`config.mk`:
```
export PLATFORM = sky130hd
export DESIGN_NAME = aot_axis_offset_trim
export DESIGN_NICKNAME = d
export VERILOG_FILES = /design/src/rtl/aot_pkg.sv /design/src/rtl/aot_axis_offset_trim.sv
export SDC_FILE = /design/constraint.sdc
export NUM_CORES = 1
export LEC_CHECK = 0
export BUFFER_PORTS_ARGS = -buffer_cell sky130_fd_sc_hd__buf_2
export CELL_PAD_IN_SITES_DETAIL_PLACEMENT = 1
export CELL_PAD_IN_SITES_GLOBAL_PLACEMENT = 1
export CORE_ASPECT_RATIO = 1.75
export CORE_MARGIN = 4
export CORE_UTILIZATION = 30
export DETAILED_ROUTE_END_ITERATION = 8
export HOLD_SLACK_MARGIN = 0.1
export PLACE_DENSITY = 0.63
export SLEW_MARGIN = 20
export SYNTH_ARGS = -nofsm -noshare
export SYNTH_HDL_FRONTEND = slang
export SYNTH_SLANG_ARGS = --single-unit
export TNS_END_PERCENT = 20
```
`constraint.sdc`:
```
create_clock -name i_sys_clk -period 7.2 [get_ports i_sys_clk]
set_input_delay 1.8 -clock i_sys_clk [delete_from_list [all_inputs] [get_ports i_sys_clk]]
set_output_delay 1.8 -clock i_sys_clk [all_outputs]
set_load 0.005 [all_outputs]
```
`src/rtl/aot_pkg.sv`:
```
package aot_pkg;
    // Register map of the trim bank, byte addresses on the internal register port
    localparam logic [7:0] ADDR_X_TRIM   = 8'h2f;
    localparam logic [7:0] ADDR_Y_TRIM   = 8'h30;
    localparam logic [7:0] ADDR_Z_TRIM   = 8'h31;
    localparam logic [7:0] TRIM_RESET    = 8'h00;
    localparam int         NUM_AXES      = 3;
    localparam int         TRIM_W        = 8;
    // Correction weight per trim count, in mg
    localparam int         TRIM_MG_PER_LSB = 2;
    // Default sample weight in mg per count (2 g range at 12 bits is 1 mg)
    localparam int         SAMPLE_MG_PER_LSB = 1;
    localparam int         SAMPLE_W      = 12;
endpackage

```
`src/rtl/aot_axis_offset_trim.sv`:
```
`timescale 1ns/1ps
module aot_axis_offset_trim #(
    parameter int SAMPLE_W  = aot_pkg::SAMPLE_W,
    parameter int MG_PER_LSB = aot_pkg::SAMPLE_MG_PER_LSB
) (
    input  wire logic                  i_sys_clk,
    input  wire logic                  i_resetn,
    input  wire logic [7:0]            i_reg_addr,
    input  wire logic                  i_reg_wr,
    input  wire logic [7:0]            i_reg_wdata,
    output logic      [7:0]            o_reg_rdata,
    output logic                       o_reg_hit,
    input  wire logic                  i_smp_valid,
    input  wire logic [3*SAMPLE_W-1:0] i_smp_raw,
    output logic                       o_smp_valid,
    output logic      [3*SAMPLE_W-1:0] o_smp_trim
);
    import aot_pkg::*;

    // Trim counts scaled to sample counts; limited to integer ratios
    localparam int SCALE = TRIM_MG_PER_LSB / MG_PER_LSB;

    logic [TRIM_W-1:0]     trim_q [NUM_AXES];
    logic [NUM_AXES-1:0]   sel;
    logic                  smp_valid_q;
    logic [3*SAMPLE_W-1:0] smp_q;

    // Address decode of the three trim slots
    assign sel[0]    = (i_reg_addr == ADDR_X_TRIM);
    assign sel[1]    = (i_reg_addr == ADDR_Y_TRIM);
    assign sel[2]    = (i_reg_addr == ADDR_Z_TRIM);
    assign o_reg_hit = |sel;
    // Unmapped addresses read zero so the wider map can OR results together
    assign o_reg_rdata = sel[0] ? trim_q[0] :
                         sel[1] ? trim_q[1] :
                         sel[2] ? trim_q[2] : 8'h00;

    genvar g;
    generate
        for (g = 0; g < NUM_AXES; g++) begin : g_axis
            logic signed [SAMPLE_W+1:0] raw_ext;
            logic signed [SAMPLE_W+1:0] adj_ext;
            logic signed [SAMPLE_W+1:0] sum;
            logic signed [SAMPLE_W-1:0] sat;

            // Trim register per axis
            always_ff @(posedge i_sys_clk) begin
                if (!i_resetn) begin
                    trim_q[g] <= TRIM_RESET;
                end else if (i_reg_wr && sel[g]) begin
                    trim_q[g] <= i_reg_wdata;
                end
            end

            // Sign-extend both, scale trim; +/-128 counts x 2 mg gives about +/-256 mg
            assign raw_ext = (SAMPLE_W+2)'(signed'(i_smp_raw[g*SAMPLE_W +: SAMPLE_W]));
            assign adj_ext = (SAMPLE_W+2)'(signed'(trim_q[g]) * SCALE);
            assign sum     = raw_ext + adj_ext;
            // Saturate rather than wrap, so a large trim cannot flip the sign
            assign sat = (sum > (SAMPLE_W+2)'(2**(SAMPLE_W-1)-1)) ?
                             SAMPLE_W'(2**(SAMPLE_W-1)-1) :
                         (sum < -(SAMPLE_W+2)'(2**(SAMPLE_W-1))) ?
                             SAMPLE_W'(-(2**(SAMPLE_W-1))) : sum[SAMPLE_W-1:0];

            // Corrected sample register
            always_ff @(posedge i_sys_clk) begin
                if (!i_resetn) begin
                    smp_q[g*SAMPLE_W +: SAMPLE_W] <= '0;
                end else if (i_smp_valid) begin
                    smp_q[g*SAMPLE_W +: SAMPLE_W] <= sat;
                end
            end
        end
    endgenerate

    // Valid follows the sample one cycle later
    always_ff @(posedge i_sys_clk) begin
        if (!i_resetn) begin
            smp_valid_q <= 1'b0;
        end else begin
            smp_valid_q <= i_smp_valid;
        end
    end

    assign o_smp_valid = smp_valid_q;
    assign o_smp_trim  = smp_q;

    a_trim_write_x: assert property (@(posedge i_sys_clk) disable iff (!i_resetn)
        i_reg_wr && sel[0] |=> trim_q[0] == $past(i_reg_wdata))
        else $error("x trim not stored");
    a_trim_reset_zero: assert property (@(posedge i_sys_clk)
        !i_resetn |=> (trim_q[0] == 8'h00 && trim_q[1] == 8'h00 && trim_q[2] == 8'h00))
        else $error("trim not zero after reset");
    a_trim_readback: assert property (@(posedge i_sys_clk) disable iff (!i_resetn)
        i_reg_wr && sel[2] ##1 !i_reg_wr && sel[2] |-> o_reg_rdata == $past(i_reg_wdata))
        else $error("z trim readback wrong");
    a_zero_trim_pass: assert property (@(posedge i_sys_clk) disable iff (!i_resetn)
        i_smp_valid && trim_q[1] == 8'h00 && !(i_reg_wr && sel[1])
        |=> o_smp_trim[SAMPLE_W +: SAMPLE_W] == $past(i_smp_raw[SAMPLE_W +: SAMPLE_W]))
        else $error("zero trim altered y sample");
    a_valid_delay: assert property (@(posedge i_sys_clk) disable iff (!i_resetn)
        i_smp_valid |=> o_smp_valid)
        else $error("valid not forwarded");
    a_hold_no_valid: assert property (@(posedge i_sys_clk) disable iff (!i_resetn)
        !i_smp_valid |=> $stable(o_smp_trim))
        else $error("sample changed without valid");
    a_trim_signed_x: assert property (@(posedge i_sys_clk) disable iff (!i_resetn)
        i_smp_valid && i_smp_raw[SAMPLE_W-1:0] == '0 && trim_q[0] == 8'hff
        |=> o_smp_trim[SAMPLE_W-1:0] == SAMPLE_W'(-SCALE))
        else $error("negative trim not signed");
    a_trim_scale_z: assert property (@(posedge i_sys_clk) disable iff (!i_resetn)
        i_smp_valid && i_smp_raw[3*SAMPLE_W-1 -: SAMPLE_W] == '0 && trim_q[2] == 8'h7f
        |=> o_smp_trim[3*SAMPLE_W-1 -: SAMPLE_W] == SAMPLE_W'(127 * SCALE))
        else $error("trim scale wrong");

    // Y slot stores what the host wrote
    a_trim_write_y: assert property (@(posedge i_sys_clk) disable iff (!i_resetn)
        i_reg_wr && sel[1] |=> trim_q[1] == $past(i_reg_wdata))
        else $error("y trim not stored");

    // Separate slot so a decode slip onto Z shows up here
    a_trim_write_z: assert property (@(posedge i_sys_clk) disable iff (!i_resetn)
        i_reg_wr && sel[2] |=> trim_q[2] == $past(i_reg_wdata))
        else $error("z trim not stored");

    // A trim only moves when its own slot is written
    a_trim_hold_x: assert property (@(posedge i_sys_clk) disable iff (!i_resetn)
        !(i_reg_wr && sel[0]) |=> $stable(trim_q[0]))
        else $error("x trim changed without write");

    // Writes to a neighbour must not leak into Y
    a_trim_hold_y: assert property (@(posedge i_sys_clk) disable iff (!i_resetn)
        !(i_reg_wr && sel[1]) |=> $stable(trim_q[1]))
        else $error("y trim changed without write");

    // Writes to a neighbour must not leak into Z
    a_trim_hold_z: assert property (@(posedge i_sys_clk) disable iff (!i_resetn)
        !(i_reg_wr && sel[2]) |=> $stable(trim_q[2]))
        else $error("z trim changed without write");

    // Host reads back the X byte it just wrote
    a_readback_x: assert property (@(posedge i_sys_clk) disable iff (!i_resetn)
        i_reg_wr && sel[0] ##1 !i_reg_wr && sel[0] |-> o_reg_rdata == $past(i_reg_wdata))
        else $error("x trim readback wrong");

    // Host reads back the Y byte it just wrote
    a_readback_y: assert property (@(posedge i_sys_clk) disable iff (!i_resetn)
        i_reg_wr && sel[1] ##1 !i_reg_wr && sel[1] |-> o_reg_rdata == $past(i_reg_wdata))
        else $error("y trim readback wrong");

    // Hit flag covers exactly the three trim addresses
    a_hit_decode: assert property (@(posedge i_sys_clk)
        o_reg_hit == (i_reg_addr == ADDR_X_TRIM || i_reg_addr == ADDR_Y_TRIM ||
                      i_reg_addr == ADDR_Z_TRIM))
        else $error("hit decode wrong");

    // Other addresses read zero so the wider map can merge read data
    a_unmapped_zero: assert property (@(posedge i_sys_clk)
        !o_reg_hit |-> o_reg_rdata == 8'h00)
        else $error("unmapped read not zero");

    // No stale strobe leaves the block after reset
    a_valid_reset: assert property (@(posedge i_sys_clk)
        !i_resetn |=> !o_smp_valid)
        else $error("valid high after reset");

    // Corrected sample is cleared by reset
    a_sample_reset: assert property (@(posedge i_sys_clk)
        !i_resetn |=> o_smp_trim == '0)
        else $error("sample not zero after reset");

    // One output strobe per input strobe, never stretched
    a_valid_single: assert property (@(posedge i_sys_clk) disable iff (!i_resetn)
        !i_smp_valid |=> !o_smp_valid)
        else $error("valid without strobe");

    // Full-scale X plus a positive trim clips instead of wrapping negative
    a_sat_high_x: assert property (@(posedge i_sys_clk) disable iff (!i_resetn)
        i_smp_valid && i_smp_raw[SAMPLE_W-1:0] == SAMPLE_W'(2**(SAMPLE_W-1)-1) &&
        !trim_q[0][TRIM_W-1] |=> o_smp_trim[SAMPLE_W-1:0] == SAMPLE_W'(2**(SAMPLE_W-1)-1))
        else $error("x high saturation wrong");

    // Most negative X plus a negative trim clips instead of wrapping positive
    a_sat_low_x: assert property (@(posedge i_sys_clk) disable iff (!i_resetn)
        i_smp_valid && i_smp_raw[SAMPLE_W-1:0] == {1'b1, {(SAMPLE_W-1){1'b0}}} &&
        trim_q[0][TRIM_W-1] |=> o_smp_trim[SAMPLE_W-1:0] == {1'b1, {(SAMPLE_W-1){1'b0}}})
        else $error("x low saturation wrong");

    // Same clipping on the Z lane, positive side
    a_sat_high_z: assert property (@(posedge i_sys_clk) disable iff (!i_resetn)
        i_smp_valid && i_smp_raw[2*SAMPLE_W +: SAMPLE_W] == SAMPLE_W'(2**(SAMPLE_W-1)-1) &&
        !trim_q[2][TRIM_W-1]
        |=> o_smp_trim[2*SAMPLE_W +: SAMPLE_W] == SAMPLE_W'(2**(SAMPLE_W-1)-1))
        else $error("z high saturation wrong");

    // Same clipping on the Y lane, negative side
    a_sat_low_y: assert property (@(posedge i_sys_clk) disable iff (!i_resetn)
        i_smp_valid && i_smp_raw[SAMPLE_W +: SAMPLE_W] == {1'b1, {(SAMPLE_W-1){1'b0}}} &&
        trim_q[1][TRIM_W-1]
        |=> o_smp_trim[SAMPLE_W +: SAMPLE_W] == {1'b1, {(SAMPLE_W-1){1'b0}}})
        else $error("y low saturation wrong");

    // Zero trim leaves the Z sample untouched
    a_zero_trim_pass_z: assert property (@(posedge i_sys_clk) disable iff (!i_resetn)
        i_smp_valid && trim_q[2] == 8'h00
        |=> o_smp_trim[2*SAMPLE_W +: SAMPLE_W] == $past(i_smp_raw[2*SAMPLE_W +: SAMPLE_W]))
        else $error("zero trim altered z sample");
endmodule

```
== Word level (Yosys, flattened, before mapping) ==
Memory sizes are Yosys's and may differ from the RTL's.
Cells that the tools add are included.

* Register bits after elaboration: 37
* Bits in writable memories: 24
* Output and inout port bits: 46
* Logic and storage cells: 46
* Memories: 1

* Add/subtract/negate cells: 3
* Order comparisons: 6
* Equal/unequal tests: 3
* Multiplexer cells: 22
* Bitwise gates (word level): 3
* Reductions and logical operators: 4

{| class="wikitable"
|+ Memory list
! memory !! depth !! width !! rd ports !! clocked after Yosys merged registers in !! wr ports !! RTL line !! source
|-
| trim_q || 3 || 8 || 3 || 0 || 3 || aot_axis_offset_trim.sv:23 || <nowiki>logic [TRIM_W-1:0] trim_q [NUM_AXES];</nowiki>
|}

{| class="wikitable"
|+ Operators by type and width
! operator !! number
|-
| $mux W12 || 6
|-
| $mux W8 || 6
|-
| $add A12 B9 Y13 || 3
|-
| $gt A13 B12 Y1 const B || 3
|-
| $lt A13 B12 Y1 const B || 3
|-
| $eq A8 B6 Y1 const B || 3
|-
| $mux W1 || 10
|-
| $logic_and A1 B1 Y1 || 3
|-
| $or A1 B1 Y1 || 3
|-
| $reduce_or A3 Y1 || 1
|}

== Logic depth before layout (Yosys ltp) ==
* Word-level depth: 6
* Depth in mapped cells: 11

== Worst setup path before layout ==
Ideal clock, no wire load.

* Path kind: input-to-output
* Start: in i_reg_addr[7]
* End: out o_reg_rdata[0]
* Data arrival time: 2.645 ns
* Required time: 5.400 ns
* Setup slack: 2.755 ns
* Stages on the path: 5
* Buffers on the path: 1
* Cells stage by stage: nor3b_1 -> and2_1 -> clkbuf_1 -> nand2_1 -> o21ai_0

* Cells in the longest elaborated chain, start to end: 4
* Elaborated cells between the ends (all ways): 6

{| class="wikitable"
|+ RTL lines
! what !! RTL line !! source
|-
| start, declared || aot_axis_offset_trim.sv:8 || <nowiki>input wire logic [7:0] i_reg_addr,</nowiki>
|-
| $eq A8 B6 Y1 || aot_axis_offset_trim.sv:31 || <nowiki>assign sel[2] = (i_reg_addr == ADDR_Z_TRIM);</nowiki>
|-
| $mux W8 || aot_axis_offset_trim.sv:36 || <nowiki>sel[2] ? trim_q[2] : 8'h00;</nowiki>
|-
| $mux W8 || aot_axis_offset_trim.sv:35 || <nowiki>sel[1] ? trim_q[1] :</nowiki>
|-
| $mux W8 (*) || aot_axis_offset_trim.sv:34 || <nowiki>assign o_reg_rdata = sel[0] ? trim_q[0] :</nowiki>
|-
| end, declared || aot_axis_offset_trim.sv:11 || <nowiki>output logic [7:0] o_reg_rdata,</nowiki>
|}

Every way passes the cells marked *; elsewhere a longest branch is shown, timed or not.

== Worst setup path after layout ==
* Start: in i_reg_addr[1]
* End: out o_reg_rdata[3]

Same word-level chain as after synthesis.

==> key figures <==
Routing
  – Drt drc: 0
  – Vias/cell: 5.00
  – Initial DRC count: 98
  – Vias: about 3600
  – ANT nets after route: 0
  – WL/cell: 16.9 um
  – Drt total wl: 12.2 mm
  – DRT Pass-1 Iters: 4

Die
  – Core Rows: 56
  – Initial Utilization: 30.9%
  – Core region area: 0.0135 mm^2
  – Die area: 0.0159 mm^2
  – Die Y-Extent: 164 um
  – Top Ports: 102
  – Die X-Extent: 96.9 um

Synthesis
  – FF+latch count, synth: 61
  – Post-synth EDFFs: 24
  – Post-synth ARST share: 0%
  – Synthesized area: 0.00415 mm^2
  – Synthesized area per cell: about 9.2 um^2
  – Ys Warns: 0
  – Mapped Nets: 542
  – Post-Synthesis Cells: between 400 and 500
  – Yosys cell types: 62
  – Register area share after synthesis: 35.2%
  – Most used DFF post-synth: dfxtp_1

Place
  – # port buffers: 101
  – Post-DP HPWL: roughly 10 mm
  – Placed Instances: 705
  – Placer Congestion: 0.819
  – Placed cell area: 0.00476 mm^2

CTS
  – CTS tree: built
  – Worst-path clk slew: around 0.050 ns
  – Longest Clk Path Bufs: 2
  – Num Clock Sinks: 61
  – Clk_lat worst skew: 0.33 ns
  – Num CTS Buffers: 9
  – Hold_buf cts: 0
  – Cts repair resizes: 0
  – Post CTS Setup Buffer Count: 0
  – CTS H-tree lvls: 3
  – Root Buffer: clkbuf_16

Global route
  – Initial antenna violation count: 1
  – GRT Resource Usage Total: 15.9%
  – First-pass GRT wire length: 19.8 mm
  – Largest net degree at the start of global routing: 62
  – Vias in the first global route: 3765
  – Total gr overflow: 0

Power and ir drop
  – Leakage dissipation: about 2.2 nW
  – PwrDens: 221 mW/mm^2
  – Pwr Total: approximately 1.1 mW
  – Max VDD drop: approximately 0.10 mV

Critical path
  – Setup Crit Path Kind: in -> out
  – Buffers and inverters on the worst path: 2
  – Worst Path Required: 5.40 ns
  – Delay of the slowest critical-path stage: between 0.4 and 0.5 ns
  – Cell depth of the worst flop-to-flop path: 10
  – Critical path capture point type: output pin
  – CP Cell Sequence: buf_2 > nor4b_1 > nand2_1 > o21ai_0 > buf_2
  – FF-to-FF setup slack: 4.12 ns
  – Arrival time of the worst setup path: 3.04 ns
  – Family with the most delay on the worst path: simple AND/OR/NAND/NOR gates
  – Worst R2R Start: trim_q[0][0]
  – Crit Path Max Fanout: 8
  – Startpoint types: input pin
  – Top cell by count, worst path: buf_2
  – Slowest-stage cell, CP: nor4b_1
  – Reg-to-Reg End: o_smp_trim[6]
  – Crit path launch: i_reg_addr[1]

Final layout
  – Final std cells w/o fill: roughly 720
  – Share of post-route cells with drive strength above 1: 26.1%
  – # nets final: 634
  – Area delta synth->final: 21.9%
  – Post-route cell area: 0.00506 mm^2

Timing
  – Count of final setup violators: 0
  – Max Fclk: 207 MHz
  – Setup TNS: 0 ns
  – Final min period: slightly below 5 ns
  – Max-slew headroom: 34.0%
  – Final count of pins violating max slew: 0
  – Unrepaired setup endpoints after global routing: false
  – Worst-Margin Slew: about 0.98 ns
  – Fin crit share: a little under 70%
  – Worst Skew: 0.00770 ns
  – Final Hold Vio Count: 0

Hold path
  – Tightest Hold Check Type: reg -> reg
  – Hold Path End: o_smp_trim[23]
  – Hold Crit Depth: 2
  – Hold path startpoint: o_smp_trim[23]

Job
  – Max-cap check violation count: 0

Outcome
  – Status: complete, no violations
-- sequential cells by signal, indices dropped and copies added (netlist names) --
name,flops
trim_q,24
o_smp_valid,1
o_smp_trim,36
-- logic make-up after synthesis --
kind of cell	synth area share, %
buf+inv	4.70
flops	35.2
compound gates	21.6
fa+ha+maj	16.9
xor+xnor	4.43
simple gates	14.3
mux	2.92
-- layout by cell type, fill, tap and decap left out, types with 3 or more instances in the layout --
cell type and n:
a21o_1 6, a21oi_1 41, a31oi_1 7, and2_1 28
buf_2 101, clkbuf_16 9, clkbuf_8 4, dfxtp_1 37
edfxtp_1 24, fa_1 3, ha_1 33, inv_1 22
maj3_1 8, maj3_2 13, mux2i_1 11, nand2_1 29
nand2b_1 7, nand3_1 8, nor2_1 18, nor2b_1 8
nor3_1 5, o21a_1 6, o21ai_0 49, o21ai_1 5
or2_2 3, or3_1 3, xnor2_1 11, xor2_1 10
-- worst max-delay path by stage --
stage	to	cells past startpoint
4_1_cts	o_reg_rdata[2]	5
3_5_place_dp	o_reg_rdata[2]	5
5_1_grt	o_reg_rdata[2]	5
3_3_place_gp	o_reg_rdata[5]	7
6_report	o_reg_rdata[3]	5
2_1_floorplan	o_reg_rdata[0]	5
-- area by class of cell --
type | count | area [um^2]
fillers | 1640 | 8390
multi-input cells | 347 | 2490
flip-flops and latches | 61 | 1460
repair buffers | 101 | 505
clock buffers | 13 | 280
well taps | 174 | 218
inverters | 22 | 82.6
clock inverters | 3 | 16.3
diodes | 1 | 2.50
-- report_power, final --
group          total, mW  internal [mW]  switching, mW
Sequential         0.410          0.390         0.0202
Clock              0.418          0.269          0.149
Combinational      0.288          0.133          0.155
-- per-layer routing --
metal / GRT usage, % / vias up / part of all wire [%] / wire length, um
met4: 6.96 / 0 / 3.4 / 416
li1: - / 1815 / - / -
met2: 29.5 / 87 / 54 / 6580
met5: 0 / - / 0 / 0
met1: 17.3 / 1693 / 39 / 4810
met3: 3.08 / 16 / 3.4 / 410
-- through the flow --
step / setup WS [ns] / hold slack, ns / util, %
after floorplan: 2.76 / 0.485 / -
after detailed placement: 2.37 / 0.499 / 35.4
after CTS: 2.37 / 0.516 / 37.6
final: 2.36 / 0.517 / 37.6
after global placement: 2.48 / 0.497 / 35.4
after global routing: 2.19 / 0.536 / 37.6
-- worst reg2reg max path, cell delays in order, from the launching register on --
cell	delay [ns]
edfxtp_1	0.45
ha_1	0.23
inv_1	0.07
fa_1	0.19
nor2b_1	0.07
o2111ai_1	0.20
nand3_1	0.18
o41ai_2	0.35
xor2_1	0.79
maj3_2	0.35
a21oi_1	0.06
-- cells in the mapped netlist, drive strengths merged, types with 2 or more instances --
cell type | instances | share of area [%]
ha | 33 | 9.9
a21boi | 2 | 0.45
o21a | 6 | 1.1
inv | 22 | 2.0
a32oi | 2 | 0.60
edfxtp | 24 | 17
xor2 | 10 | 2.1
a31oi | 7 | 1.1
maj3 | 21 | 5.5
nor2 | 18 | 1.6
a21o | 6 | 1.1
nand2 | 29 | 2.6
fa | 3 | 1.4
a21oi | 42 | 5.2
o21bai | 2 | 0.36
a211oi | 3 | 0.66
mux2i | 11 | 2.7
or3 | 3 | 0.45
buf | 9 | 1.7
a32o | 2 | 0.48
or2 | 3 | 0.45
and2 | 28 | 4.2
nand3 | 8 | 0.96
nor2b | 8 | 1.2
clkbuf | 11 | 0.99
xnor2 | 11 | 2.3
nor3 | 5 | 0.60
nand2b | 7 | 1.1
dfxtp | 37 | 18
o21ai | 56 | 7.1
Power figures use the tool's default switching activity.
